`src/hdl/nvmac_params.svh`:
```
// Purpose: Offsets, field positions, unlock keys, config addresses and timing counts for the nonvolatile access block
// Assumes: Wishbone byte addresses, one 32-bit word per register
// Notes:   Definitions only
`ifndef NVMAC_PARAMS_SVH
`define NVMAC_PARAMS_SVH

`define NVMAC_OFF_DATA_LOW     8'h00
`define NVMAC_OFF_DATA_HIGH    8'h04
`define NVMAC_OFF_ADDR_LOW     8'h08
`define NVMAC_OFF_ADDR_HIGH    8'h0C
`define NVMAC_OFF_CONTROL      8'h10
`define NVMAC_OFF_UNLOCK       8'h14
`define NVMAC_OFF_STATUS       8'h18

`define NVMAC_BIT_SPACE_PROG   7
`define NVMAC_BIT_CFG_SPACE    6
`define NVMAC_BIT_LATCH_ONLY   5
`define NVMAC_BIT_ERASE_SEL    4
`define NVMAC_BIT_FAULT        3
`define NVMAC_BIT_ALLOW        2
`define NVMAC_BIT_WRITE_GO     1
`define NVMAC_BIT_READ_GO      0

`define NVMAC_UNLOCK_FIRST     8'h55
`define NVMAC_UNLOCK_SECOND    8'hAA

`define NVMAC_CFG_UID_LAST     15'h0003
`define NVMAC_CFG_DEVID        15'h0006
`define NVMAC_CFG_WORD1        15'h0007
`define NVMAC_CFG_WORD2        15'h0008
`define NVMAC_CFG_BASE         15'h0000

`define NVMAC_WRITE_TIME_NS    2000
`define NVMAC_CLK_PERIOD_NS    5
`define NVMAC_WRITE_CYCLES     ((`NVMAC_WRITE_TIME_NS + `NVMAC_CLK_PERIOD_NS - 1) / `NVMAC_CLK_PERIOD_NS)

`endif

```
`src/hdl/nvmac_pkg.sv`:
```
// Purpose: Types for the nonvolatile access block
// Assumes: Constants live in nvmac_params.svh
// Notes:   Memory-side request travels as one struct
package nvmac_pkg;

    typedef enum logic [1:0] {
        NVMAC_SPACE_EEPROM,
        NVMAC_SPACE_FLASH,
        NVMAC_SPACE_CONFIG
    } nvmac_space_e;

    typedef enum logic [1:0] {
        NVMAC_OP_LATCH,
        NVMAC_OP_PROGRAM,
        NVMAC_OP_ERASE,
        NVMAC_OP_ERASE_WRITE
    } nvmac_op_e;

    typedef struct packed {
        logic         valid;
        nvmac_space_e space;
        nvmac_op_e    op;
        logic [14:0]  addr;
        logic [13:0]  data;
    } nvmac_req_s;

endpackage

```
`src/hdl/nvmac_top.sv`:
```
// Purpose: Wishbone register front end for flash/EEPROM/config access
// Assumes: Memory arrays answer reads combinationally, accept writes on mem_req_o
// Notes:   All outputs registered; clk_en_i low freezes all state
//
// The implementer's own choices: the register offsets and the Wishbone register port.
`timescale 1ns/1ps
`include "nvmac_params.svh"

module nvmac_top (
    // Clock and reset
    input  wire logic              clk_i,
    input  wire logic              rst_i,
    input  wire logic              clk_en_i,
    // Wishbone slave
    input  wire logic              wb_cyc_i,
    input  wire logic              wb_stb_i,
    input  wire logic              wb_we_i,
    input  wire logic [7:0]        wb_adr_i,
    input  wire logic [3:0]        wb_sel_i,
    input  wire logic [31:0]       wb_dat_i,
    output logic      [31:0]       wb_dat_o,
    output logic                   wb_ack_o,
    // Memory array side
    output nvmac_pkg::nvmac_req_s  mem_req_o,
    output logic      [14:0]       mem_rd_addr_o,
    output nvmac_pkg::nvmac_space_e mem_rd_space_o,
    input  wire logic [13:0]       mem_rd_data_i,
    input  wire logic              mem_abort_i,
    // Processor side
    output logic                   cpu_stall_o,
    output logic                   nvm_done_irq_o
);

    // Register bits
    logic [7:0]  nvm_data_low;
    logic [5:0]  nvm_data_high;
    logic [7:0]  nvm_address_low;
    logic [6:0]  nvm_address_high;
    logic        space_program_select;
    logic        config_space_select;
    logic        latch_load_only;
    logic        erase_select;
    logic        write_fault_flag;
    logic        program_erase_allow;
    logic        write_go;
    logic        read_go;
    logic        nvm_done_flag;
    logic        nvm_done_irq_enable;

    // Sequencer bookkeeping
    logic [1:0]  unlock_stage;
    logic [15:0] busy_count;
    logic        cur_erase;

    typedef enum logic [1:0] {ST_IDLE, ST_BUSY, ST_DONE} nvmac_state_e;
    nvmac_state_e state;

    localparam logic [15:0] WRITE_CYCLES = 16'(`NVMAC_WRITE_CYCLES);

    // Bus decode
    logic        wr_req;
    logic        rd_req;
    logic [14:0] addr_word;
    logic [13:0] data_word;
    logic        start_ok;
    logic        wr_go_set;
    logic        rd_go_set;
    nvmac_pkg::nvmac_space_e cur_space;
    nvmac_pkg::nvmac_op_e    next_op;

    // Config access map
    function automatic logic cfg_readable(input logic [14:0] a);
        cfg_readable = (a <= `NVMAC_CFG_UID_LAST) || (a == `NVMAC_CFG_DEVID) ||
                       (a == `NVMAC_CFG_WORD1) || (a == `NVMAC_CFG_WORD2);
    endfunction

    function automatic logic cfg_writable(input logic [14:0] a);
        cfg_writable = (a <= `NVMAC_CFG_UID_LAST);
    endfunction

    // Offset match
    function automatic logic hit(input logic [7:0] off);
        hit = (wb_adr_i == off);
    endfunction

    assign wr_req    = wb_cyc_i && wb_stb_i && !wb_ack_o && wb_we_i && wb_sel_i[0] && clk_en_i;
    assign rd_req    = wb_cyc_i && wb_stb_i && !wb_ack_o && !wb_we_i;
    assign addr_word = {nvm_address_high, nvm_address_low};
    assign data_word = {nvm_data_high, nvm_data_low};
    assign cur_space = config_space_select  ? nvmac_pkg::NVMAC_SPACE_CONFIG :
                       space_program_select ? nvmac_pkg::NVMAC_SPACE_FLASH :
                                              nvmac_pkg::NVMAC_SPACE_EEPROM;
    assign wr_go_set = wr_req && hit(`NVMAC_OFF_CONTROL) && wb_dat_i[`NVMAC_BIT_WRITE_GO] && !write_go;
    assign rd_go_set = wr_req && hit(`NVMAC_OFF_CONTROL) && wb_dat_i[`NVMAC_BIT_READ_GO] && !write_go;
    // Unlock pair, allow bit and legal config target all needed
    assign start_ok  = (unlock_stage == 2'd2) && program_erase_allow &&
                       (!config_space_select || cfg_writable(addr_word));

    // Mode bits are stored before go
    always_comb begin
        if (cur_space == nvmac_pkg::NVMAC_SPACE_EEPROM) begin
            next_op = nvmac_pkg::NVMAC_OP_ERASE_WRITE;
        end else if (erase_select) begin
            next_op = nvmac_pkg::NVMAC_OP_ERASE;
        end else if (latch_load_only) begin
            next_op = nvmac_pkg::NVMAC_OP_LATCH;
        end else begin
            next_op = nvmac_pkg::NVMAC_OP_PROGRAM;
        end
    end

    // Wishbone ack, one cycle after request
    always_ff @(posedge clk_i) begin
        if (rst_i) begin
            wb_ack_o <= 1'b0;
        end else if (clk_en_i) begin
            // Drops the cycle after
            wb_ack_o <= wb_cyc_i && wb_stb_i && !wb_ack_o;
        end
    end

    // Read data mux
    always_ff @(posedge clk_i) begin
        if (rst_i) begin
            wb_dat_o <= 32'h0000_0000;
        end else if (clk_en_i && rd_req) begin
            case (wb_adr_i)
                `NVMAC_OFF_DATA_LOW:  wb_dat_o <= {24'h00_0000, nvm_data_low};
                `NVMAC_OFF_DATA_HIGH: wb_dat_o <= {26'h000_0000, nvm_data_high};
                `NVMAC_OFF_ADDR_LOW:  wb_dat_o <= {24'h00_0000, nvm_address_low};
                `NVMAC_OFF_ADDR_HIGH: wb_dat_o <= {25'h000_0000, nvm_address_high};
                `NVMAC_OFF_CONTROL:   wb_dat_o <= {24'h00_0000, space_program_select, config_space_select,
                                                   latch_load_only, erase_select, write_fault_flag,
                                                   program_erase_allow, write_go, read_go};
                `NVMAC_OFF_STATUS:    wb_dat_o <= {30'h0000_0000, nvm_done_irq_enable, nvm_done_flag};
                default:              wb_dat_o <= 32'h0000_0000;  // Unlock port and unmapped read 0
            endcase
        end
    end

    // Address registers
    always_ff @(posedge clk_i) begin
        if (rst_i) begin
            nvm_address_low  <= 8'h00;
            nvm_address_high <= 7'h00;
        end else if (wr_req && !write_go) begin
            // Frozen while busy
            if (hit(`NVMAC_OFF_ADDR_LOW)) begin
                nvm_address_low <= wb_dat_i[7:0];
            end
            if (hit(`NVMAC_OFF_ADDR_HIGH)) begin
                nvm_address_high <= wb_dat_i[6:0];
            end
        end
    end

    // Data registers: software write or read fetch
    always_ff @(posedge clk_i) begin
        if (rst_i) begin
            nvm_data_low  <= 8'h00;
            nvm_data_high <= 6'h00;
        end else if (clk_en_i) begin
            // Fetch beats a write
            if (read_go) begin
                if (config_space_select && !cfg_readable(addr_word)) begin
                    nvm_data_low  <= 8'h00;
                    nvm_data_high <= 6'h00;
                end else begin
                    nvm_data_low  <= mem_rd_data_i[7:0];
                    // EEPROM keeps high byte
                    nvm_data_high <= cur_space == nvmac_pkg::NVMAC_SPACE_EEPROM ?
                                     nvm_data_high : mem_rd_data_i[13:8];
                end
            end else if (wr_req && !write_go) begin
                if (hit(`NVMAC_OFF_DATA_LOW)) begin
                    nvm_data_low <= wb_dat_i[7:0];
                end
                if (hit(`NVMAC_OFF_DATA_HIGH)) begin
                    nvm_data_high <= wb_dat_i[5:0];
                end
            end
        end
    end

    // Unlock sequencer; port itself stores nothing
    always_ff @(posedge clk_i) begin
        if (rst_i) begin
            unlock_stage <= 2'd0;
        end else if (wr_req) begin
            if (hit(`NVMAC_OFF_UNLOCK)) begin
                // First byte restarts
                if (wb_dat_i[7:0] == `NVMAC_UNLOCK_FIRST) begin
                    unlock_stage <= 2'd1;
                end else if (wb_dat_i[7:0] == `NVMAC_UNLOCK_SECOND && unlock_stage == 2'd1) begin
                    unlock_stage <= 2'd2;
                end else begin
                    unlock_stage <= 2'd0;
                end
            end else begin
                unlock_stage <= 2'd0;   // Any other write breaks the sequence
            end
        end
    end

    // Control bits written by software
    always_ff @(posedge clk_i) begin
        if (rst_i) begin
            space_program_select <= 1'b0;
            config_space_select  <= 1'b0;
            latch_load_only      <= 1'b0;
            program_erase_allow  <= 1'b0;
            nvm_done_irq_enable  <= 1'b0;
        end else if (wr_req && !write_go) begin
            if (hit(`NVMAC_OFF_CONTROL)) begin
                space_program_select <= wb_dat_i[`NVMAC_BIT_SPACE_PROG];
                config_space_select  <= wb_dat_i[`NVMAC_BIT_CFG_SPACE];
                latch_load_only      <= wb_dat_i[`NVMAC_BIT_LATCH_ONLY];
                program_erase_allow  <= wb_dat_i[`NVMAC_BIT_ALLOW];
            end
            if (hit(`NVMAC_OFF_STATUS)) begin
                nvm_done_irq_enable <= wb_dat_i[1];
            end
        end
    end

    // Erase select, cleared by hardware after erase
    always_ff @(posedge clk_i) begin
        if (rst_i) begin
            erase_select <= 1'b0;
        end else if (clk_en_i) begin
            // Hardware clear wins
            if (state == ST_DONE && cur_erase) begin
                erase_select <= 1'b0;
            end else if (wr_req && !write_go && hit(`NVMAC_OFF_CONTROL)) begin
                erase_select <= wb_dat_i[`NVMAC_BIT_ERASE_SEL];
            end
        end
    end

    // Go bits: set-only by software, cleared by hardware
    always_ff @(posedge clk_i) begin
        if (rst_i) begin
            read_go <= 1'b0;
        end else if (clk_en_i) begin
            // High for one cycle only
            read_go <= rd_go_set && !wb_dat_i[`NVMAC_BIT_WRITE_GO];
        end
    end

    always_ff @(posedge clk_i) begin
        if (rst_i) begin
            write_go <= 1'b0;
        end else if (clk_en_i) begin
            // Only completion clears it
            if (state == ST_DONE) begin
                write_go <= 1'b0;
            end else if (wr_go_set && start_ok) begin
                write_go <= 1'b1;
            end
        end
    end

    // Fault flag: set wins over software clear
    always_ff @(posedge clk_i) begin
        if (rst_i) begin
            write_fault_flag <= 1'b0;
        end else if (clk_en_i) begin
            if ((wr_go_set && !start_ok) || (state == ST_BUSY && mem_abort_i)) begin
                write_fault_flag <= 1'b1;
            end else if (wr_req && hit(`NVMAC_OFF_CONTROL) && !wb_dat_i[`NVMAC_BIT_FAULT]) begin
                // Write 0 to clear
                write_fault_flag <= 1'b0;
            end
        end
    end

    // Timed operation sequencer
    always_ff @(posedge clk_i) begin
        if (rst_i) begin
            state      <= ST_IDLE;
            busy_count <= 16'h0000;
            cur_erase  <= 1'b0;
            mem_req_o  <= '0;
        end else if (clk_en_i) begin
            // One-cycle pulse
            mem_req_o.valid <= 1'b0;
            case (state)
                ST_IDLE: begin
                    if (wr_go_set && start_ok) begin
                        mem_req_o.valid <= 1'b1;
                        mem_req_o.space <= cur_space;
                        mem_req_o.op    <= next_op;
                        mem_req_o.addr  <= addr_word;
                        mem_req_o.data  <= data_word;
                        cur_erase       <= next_op == nvmac_pkg::NVMAC_OP_ERASE;
                        busy_count      <= next_op == nvmac_pkg::NVMAC_OP_LATCH ? 16'h0001 : WRITE_CYCLES;
                        state           <= ST_BUSY;
                    end
                end
                ST_BUSY: begin
                    // Abort ends it early
                    if (mem_abort_i || busy_count <= 16'h0001) begin
                        state <= ST_DONE;
                    end else begin
                        busy_count <= busy_count - 16'h0001;
                    end
                end
                ST_DONE: begin
                    state <= ST_IDLE;
                end
                default: begin
                    state <= ST_IDLE;
                end
            endcase
        end
    end

    // Done flag: set wins over software clear
    always_ff @(posedge clk_i) begin
        if (rst_i) begin
            nvm_done_flag <= 1'b0;
        end else if (clk_en_i) begin
            // Not for latch loads
            if (state == ST_DONE && mem_req_o.op != nvmac_pkg::NVMAC_OP_LATCH) begin
                nvm_done_flag <= 1'b1;
            end else if (wr_req && hit(`NVMAC_OFF_STATUS) && wb_dat_i[0]) begin
                nvm_done_flag <= 1'b0;
            end
        end
    end

    // Processor-facing outputs and memory read address/space
    always_ff @(posedge clk_i) begin
        if (rst_i) begin
            cpu_stall_o    <= 1'b0;
            nvm_done_irq_o <= 1'b0;
            mem_rd_addr_o  <= 15'h0000;
            mem_rd_space_o <= nvmac_pkg::NVMAC_SPACE_EEPROM;
        end else if (clk_en_i) begin
            cpu_stall_o    <= (wr_go_set && start_ok && cur_space != nvmac_pkg::NVMAC_SPACE_EEPROM) ||
                              (state == ST_BUSY && mem_req_o.space != nvmac_pkg::NVMAC_SPACE_EEPROM &&
                               !(mem_abort_i || busy_count <= 16'h0001));
            nvm_done_irq_o <= nvm_done_flag && nvm_done_irq_enable;
            // Lags registers a cycle
            mem_rd_addr_o  <= addr_word;
            mem_rd_space_o <= cur_space;
        end
    end

endmodule

```
`config.mk`:
```
export PLATFORM = sky130hd
export DESIGN_NAME = nvmac_top
export DESIGN_NICKNAME = d
export VERILOG_FILES = /design/src/hdl/nvmac_pkg.sv /design/src/hdl/nvmac_top.sv
export VERILOG_INCLUDE_DIRS = /design/src /design/src/hdl
export SDC_FILE = /design/constraint.sdc
export NUM_CORES = 1
export LEC_CHECK = 0
export BUFFER_PORTS_ARGS = -buffer_cell sky130_fd_sc_hd__buf_4
export CORE_ASPECT_RATIO = 1.25
export CORE_UTILIZATION = 30
export CTS_BUF_LIST = sky130_fd_sc_hd__clkbuf_4 sky130_fd_sc_hd__clkbuf_8
export CTS_CLUSTER_DIAMETER = 40
export DETAILED_ROUTE_END_ITERATION = 8
export SLEW_MARGIN = 40
export SYNTH_ARGS = -nofsm -noshare
export SYNTH_HDL_FRONTEND = slang
export SYNTH_SLANG_ARGS = --single-unit
```
`constraint.sdc`:
```
create_clock -name clk_i -period 3.28 [get_ports clk_i]
set_clock_uncertainty 0.05 [all_clocks]
set_input_delay 0.164 -clock clk_i [delete_from_list [all_inputs] [get_ports clk_i]]
set_output_delay 0.164 -clock clk_i [all_outputs]
set_load 0.01 [all_outputs]
```
Word-level counts from Yosys, hierarchy flattened --
Cells that the tools add are included.
Operators by class: $add $sub $neg 1, $mul 0, div/mod/pow operators 0, magnitude comparators 2, equality and inequality tests 20, shift operators 0, muxes and demuxes 35, bitwise logic cells 0, reductions and logical operators 75
Operators by type and width (count):
- 34-bit 2-to-1 mux | 2
- 8-bit one-hot mux with 6 select lines | 1
- 16-bit 2-to-1 mux | 2
- 8-bit 2-to-1 mux | 4
- 16-bit one-hot mux with 2 select lines | 1
- 1-bit logical AND | 31
- 15-bit by 3-bit == test with 1-bit output (second input constant) | 2
- 6-bit 2-to-1 mux | 5
- 8-bit by 5-bit == test with 1-bit output (second input constant) | 3
- 2-bit nonzero test | 11
- 8-bit by 4-bit == test with 1-bit output (second input constant) | 2
- 16-bit by 1-bit <= comparator with 1-bit output (second input constant) | 1
- 2-bit 2-to-1 mux | 8
- 2-bit AND reduction | 8
- 16-bit by 1-bit subtractor with 16-bit output (second input constant) | 1
- 15-bit by 4-bit == test with 1-bit output (second input constant) | 1
- 15-bit by 2-bit <= comparator with 1-bit output (second input constant) | 1
- 1-bit 2-to-1 mux | 10
- 1-bit logical NOT | 9
- 9-bit 2-to-1 mux | 1
- 3-bit AND reduction | 3
- 8-bit by 3-bit == test with 1-bit output (second input constant) | 1
- 8-bit by 7-bit == test with 1-bit output (second input constant) | 1
- 8-bit == test (second input constant) | 1
- 10 further kinds | 23
Storage, ports and cells: bits in registers 146, bits in latches 0, RAM bits 0, memory bits (read-only) 0, word-level logic and storage cells 162, memories 0

Depth between registers and ports, before layout --
depth in word-level cells 12, gate-level depth with buffers 10

Worst setup path before layout --
Ideal clock, no wire load.
path kind reg2reg, start register busy_count[0], end register busy_count[10], library setup time 101 ps, arrival time 2020 ps, required time 3129 ps, path slack 1109 ps, cell stages (with the launch flop) 10, buffers on the path 1, clock period less this slack 2171 ps, cells stage by stage dfxtp_1 -> inv_1 -> ha_1 -> nor2_1 -> nor3_1 -> a21o_1 -> buf_6 -> a211oi_4 -> or3b_1 -> o41ai_1
Between the ends: longest elaborated chain between the ends 4, elaborated cells between the ends (all ways) 7
Ends and longest elaborated chain:
- start, declared | line nvmac_top.sv:52 | logic [15:0] busy_count;
- start signal, assigned | line nvmac_top.sv:296 | busy_count <= next_op == nvmac_pkg::NVMAC_OP_LATCH ? 16'h0001 : WRITE_CYCLES;
- start signal, assigned | line nvmac_top.sv:305 | busy_count <= busy_count - 16'h0001;
- 16-bit by 1-bit <= comparator with 1-bit output | line nvmac_top.sv:302 | if (mem_abort_i || busy_count <= 16'h0001) begin
- 1-bit logical OR | line nvmac_top.sv:302
- 2-bit inequality test (no source line)
- 4-bit AND reduction (no source line)
Several ways; a longest one is shown, not always the timed one. The select of a mux whose other input is x is not followed. A chain may end at the register's enable or synchronous reset.

Worst setup path in the final report --
start register nvm_address_high[0], end register busy_count[10]
Between the ends: longest elaborated chain between the ends 6
Ends and longest elaborated chain:
- start, declared | line nvmac_top.sv:38 | logic [6:0] nvm_address_high;
- start signal, assigned | line nvmac_top.sv:152 | nvm_address_high <= wb_dat_i[6:0];
- 15-bit by 2-bit <= comparator with 1-bit output (no source line)
- 1-bit logical OR | line nvmac_top.sv:97 | (!config_space_select || cfg_writable(addr_word));
- 1-bit logical AND | line nvmac_top.sv:96 | assign start_ok = (unlock_stage == 2'd2) && program_erase_allow &&
- 1-bit logical AND | line nvmac_top.sv:289 | if (wr_go_set && start_ok) begin
- 2-bit inequality test (no source line)
- 4-bit AND reduction (no source line)
Every way passes these cells.

==> insert_results.sql <==
INSERT INTO impl_metrics (metric_group, metric, value, unit) VALUES
('floorplan', 'core_region_area', '18200', 'um2'),
('grt', 'first_global_vias', '4895', ''),
('hold_path', 'worstHoldPathCells', '3', ''),
('critical_path', 'critical_path.endpoint_type', 'flop', ''),
('placement', 'dp.final_hpwl', '12300', 'um'),
('final_layout', 'fin_nets', '863', ''),
('timing', 'rsz_0062_raised_after_global_routing', 'false', ''),
('grt', 'track_usage', '0.183', ''),
('clock_tree', 'cts_htree_levels', '4', ''),
('hold_path', 'min-delay-start', 'mem_rd_data_i[2]', ''),
('grt', 'grt_antenna_before_repair', '0', ''),
('synthesis', 'synth.distinct_cells', '60', ''),
('hold_path', 'timing.hold.worst.class', 'in -> reg', ''),
('timing', 'final_min_period_over_clock_period', '0.758', ''),
('clock_tree', 'worst_setup_hold_path_clk_slew', '70', 'ps'),
('synthesis', 'synth_cells', '690', ''),
('critical_path', 'slowest_stage', 'sky130_fd_sc_hd__or3b_1', ''),
('clock_tree', 'cts_repair_resized_insts', '0', ''),
('clock_tree', 'cts_tree', 'built', ''),
('final_layout', 'antenna_diodes', '0', ''),
('final_layout', 'flow.area_growth_from_synthesis', '26.3', '%'),
('timing', 'period_minus_slack', '2480', 'ps'),
('clock_tree', 'clock_path_buffers', '2', ''),
('drt', 'drt_drc_violations_left', '0', ''),
('drt', 'drt-total-wl', '17600', 'um'),
('clock_tree', 'cts_hold_repair.buffers', '20', ''),
('drt', 'routedWlPerCell', '16.9', 'um'),
('floorplan', 'placement_rows', '55', ''),
('synthesis', 'async_flop_share', '0', ''),
('synthesis', 'synth_area', '5630', 'um2'),
('critical_path', 'path_type_of_the_worst_setup_path', 'reg -> reg', ''),
('critical_path', 'worst_r2r_endpoint', 'busy_count[10]$_SDFFE_PP0P_', ''),
('run', 'timing.max_cap.violations', '0', ''),
('critical_path', 'worstReg2RegStart', 'nvm_address_high[0]$_SDFFE_PP0P_', ''),
('floorplan', 'die-width', '125', 'um'),
('critical_path', 'biggest_cell_delay_along_the_critical_path', '440', 'ps'),
('drt', 'route.antenna.remaining_nets', '0', ''),
('outcome', 'run_status', 'finished clean', ''),
('final_layout', 'final_layout_size_suffix_gt1_frac', '0.189', ''),
('placement', 'place.gp.congestion', '0.874', ''),
('timing', 'actual_slew_at_the_worst_max_slew_pin', '733', 'ps'),
('grt', 'grt_remaining_overflow', '0', ''),
('floorplan', 'initial_standard_cell_utilization_of_the_core', '0.309', ''),
('clock_tree', 'tritoncts.num_buffers', '17', ''),
('synthesis', 'synth_area_per_cell', '8.16', 'um2'),
('critical_path', 'critical_path.cell_chain', 'nor4_1 -> a41o_1 -> nand3_1 -> a211oi_4 -> or3b_1 -> o41ai_1', ''),
('clock_tree', 'clk_root_buffer_cell', 'sky130_fd_sc_hd__clkbuf_8', ''),
('power', 'total_power', '3.11', 'mW'),
('timing', 'worst_case_headroom_to_the_max_slew_limit', '0.509', ''),
('clock_tree', 'worstSkewPairLatency', '440', 'ps'),
('power', 'vdd_ir_drop_max', '0.280', 'mV'),
('hold_path', 'timing.hold.worst_endpoint', 'nvm_data_low[2]$_SDFFE_PP0P_', ''),
('synthesis', 'synth_ff_type', 'sky130_fd_sc_hd__dfxtp_1', ''),
('timing', 'max_freq', '402', 'MHz'),
('power', 'power_leakage', '2.78', 'nW'),
('drt', 'first_iter_violations', '472', ''),
('critical_path', 'critical_path_peak_fanout', '7', ''),
('synthesis', 'number_of_flops_mapped_to_enable_cells_by_yosys', '0', ''),
('grt', 'maximum_number_of_pins_on_one_net_before_global_route_repair', '50', ''),
('floorplan', 'num_io_pins', '151', ''),
('clock_tree', 'clock_sinks', '122', ''),
('synthesis', 'yosys_warnings', '0', ''),
('timing', 'final-setup-viol-count', '0', ''),
('drt', 'via_count', '5248', ''),
('grt', 'grt_first_pass_wirelength', '27400', 'um'),
('drt', 'routed_via_density', '5.06', ''),
('synthesis', 'synth_seq_cells', '122', ''),
('timing', 'setup_tns', '0', 'ps'),
('critical_path', 'worst_path_required', '3580', 'ps'),
('timing', 'finalHoldViolCount', '0', ''),
('drt', 'first_pass_iters', '5', ''),
('floorplan', 'die_area', '19300', 'um2'),
('critical_path', 'worstPathArrival', '2790', 'ps'),
('power', 'power_per_cell_area', '438', 'nW/um2'),
('synthesis', 'synth_sequential_area_ratio', '0.434', ''),
('critical_path', 'worst_r2r_path_depth', '6', ''),
('clock_tree', 'post-cts-setup-buffer-count', '0', ''),
('timing', 'timing.final.max_slew_violations', '0', ''),
('floorplan', 'die_h', '155', 'um'),
('critical_path', 'cp-start-kind', 'flop', ''),
('critical_path', 'timing.reg2reg.setup_slack', '800', 'ps'),
('placement', 'place.port_buffers', '99', '');
layout by cell type (no fill, tap or decap), types with 16 or more instances in the layout:
cell type and instances:
sky130_fd_sc_hd__nor2_1 75, sky130_fd_sc_hd__dfxtp_1 122, sky130_fd_sc_hd__nand3_1 20, sky130_fd_sc_hd__conb_1 24, sky130_fd_sc_hd__clkbuf_8 21, sky130_fd_sc_hd__o21ai_0 25
sky130_fd_sc_hd__nor2b_1 16, sky130_fd_sc_hd__buf_4 108, sky130_fd_sc_hd__mux2i_1 28, sky130_fd_sc_hd__nand2_1 105, sky130_fd_sc_hd__dlygate4sd3_1 20, sky130_fd_sc_hd__a21oi_1 71
sky130_fd_sc_hd__nor3_1 29
where the power goes:
part	total [mW]	internal, mW	switching (mW)
registers	1.48	1.48	0.00132
clock network	1.47	0.840	0.627
logic	0.164	0.0668	0.0971
total	3.11	2.39	0.726
layer usage:
layer  routed length (um)  vias to the layer above  track usage
met5                    0                        -            0
met4                  495                        0       0.0918
met3                  849                       31       0.0365
met2                 8730                      176        0.302
met1                 7500                     2434        0.226
li1                     -                     2607            -
how the worst max path moves through the flow:
stage,from,cells past startpoint,to
after global placement,busy_count[0]$_SDFFE_PP0P_,8,busy_count[10]$_SDFFE_PP0P_
after floorplan,busy_count[0]$_SDFFE_PP0P_,9,busy_count[10]$_SDFFE_PP0P_
after global routing,busy_count[0]$_SDFFE_PP0P_,8,busy_count[10]$_SDFFE_PP0P_
after detailed placement,nvm_address_high[0]$_SDFFE_PP0P_,6,busy_count[10]$_SDFFE_PP0P_
after CTS,nvm_address_high[0]$_SDFFE_PP0P_,6,busy_count[10]$_SDFFE_PP0P_
final,nvm_address_high[0]$_SDFFE_PP0P_,6,busy_count[10]$_SDFFE_PP0P_
synthesized netlist by cell type, types with 2 or more instances:
| cell type | n | area (um2) |
|---|---|---|
| sky130_fd_sc_hd__mux2_2 | 5 | 56.3 |
| sky130_fd_sc_hd__a31oi_1 | 8 | 50.1 |
| sky130_fd_sc_hd__or3_1 | 4 | 25.0 |
| sky130_fd_sc_hd__or4_1 | 3 | 22.5 |
| sky130_fd_sc_hd__a211oi_1 | 15 | 113 |
| sky130_fd_sc_hd__a22oi_1 | 2 | 15.0 |
| sky130_fd_sc_hd__nand4b_1 | 3 | 26.3 |
| sky130_fd_sc_hd__buf_2 | 2 | 10.0 |
| sky130_fd_sc_hd__nor2b_1 | 16 | 100 |
| sky130_fd_sc_hd__clkbuf_1 | 32 | 120 |
| sky130_fd_sc_hd__dfxtp_1 | 122 | 2440 |
| sky130_fd_sc_hd__o31ai_1 | 5 | 37.5 |
| sky130_fd_sc_hd__buf_4 | 24 | 180 |
| sky130_fd_sc_hd__ha_1 | 2 | 25.0 |
| sky130_fd_sc_hd__nand3b_1 | 3 | 22.5 |
| sky130_fd_sc_hd__o31a_1 | 2 | 17.5 |
| sky130_fd_sc_hd__and4b_1 | 2 | 20.0 |
| sky130_fd_sc_hd__and3_1 | 8 | 50.1 |
| sky130_fd_sc_hd__nor4_2 | 2 | 25.0 |
| sky130_fd_sc_hd__inv_1 | 4 | 15.0 |
| sky130_fd_sc_hd__nand2_1 | 105 | 394 |
| sky130_fd_sc_hd__nor2_1 | 75 | 282 |
| sky130_fd_sc_hd__and3b_1 | 2 | 17.5 |
| sky130_fd_sc_hd__nand4_1 | 5 | 31.3 |
| sky130_fd_sc_hd__nor4_1 | 4 | 25.0 |
| sky130_fd_sc_hd__mux2i_1 | 28 | 280 |
| sky130_fd_sc_hd__nor3_1 | 29 | 145 |
| sky130_fd_sc_hd__nand2b_1 | 11 | 68.8 |
| sky130_fd_sc_hd__o41ai_1 | 2 | 17.5 |
| sky130_fd_sc_hd__o32ai_1 | 2 | 17.5 |
| sky130_fd_sc_hd__buf_6 | 3 | 33.8 |
| sky130_fd_sc_hd__buf_1 | 4 | 15.0 |
| sky130_fd_sc_hd__a21oi_1 | 71 | 355 |
| sky130_fd_sc_hd__nand3_1 | 20 | 100 |
| sky130_fd_sc_hd__nor4bb_1 | 4 | 40.0 |
| sky130_fd_sc_hd__a222oi_1 | 4 | 40.0 |
| sky130_fd_sc_hd__o21ai_0 | 26 | 130 |
| sky130_fd_sc_hd__a21o_1 | 3 | 22.5 |
| sky130_fd_sc_hd__o21a_1 | 4 | 30.0 |
| sky130_fd_sc_hd__a221oi_1 | 4 | 35.0 |
cells by family after synthesis:
| group | share of synthesized area |
|---|---|
| and+or+nand+nor | 0.256 |
| AOI/OAI and AO/OA | 0.179 |
| DFF | 0.434 |
| buffers and inverters | 0.0665 |
| muxes | 0.0598 |
| adders and majority gates | 0.00444 |
| other | 0.000666 |
through the flow:
step	std cells	utilization	hold slack, ps	cell area (um2)	setup slack [ps]
finish	1037	0.390	31.4	7110	795
floorplan	713	-	250	5720	1110
CTS	1037	0.390	4.22	7110	789
global route	1037	0.390	36.9	7110	582
global placement	985	0.355	391	6470	828
detailed placement	985	0.355	396	6470	804
worst max-delay path, delay by kind of cell (launching register included):
| kind | cells | cell delay (ps) |
|---|---|---|
| DFF | 1 | 400 |
| and+or+nand+nor | 3 | 970 |
| AOI/OAI and AO/OA | 3 | 970 |
layout make-up:
type	instances	area [um2]
inverters	4	15.0
flip-flops and latches	122	2440
clock buffers	22	297
clock inverters	10	140
repair buffers	129	1030
fillers	1901	11100
multi-input cells	522	2900
well taps	228	285
sequential cells by signal, indices dropped and copies added, names as in the netlist, 2 cells and up:
register / count
mem_rd_addr_o: 15
nvm_address_high: 7
nvm_address_low: 8
nvm_data_low: 8
busy_count: 16
wb_dat_o: 8
mem_rd_space_o: 2
state: 2
nvm_data_high: 6
unlock_stage: 2
mem_req_o: 34
Note: power is estimated with default switching activity, not from simulation.
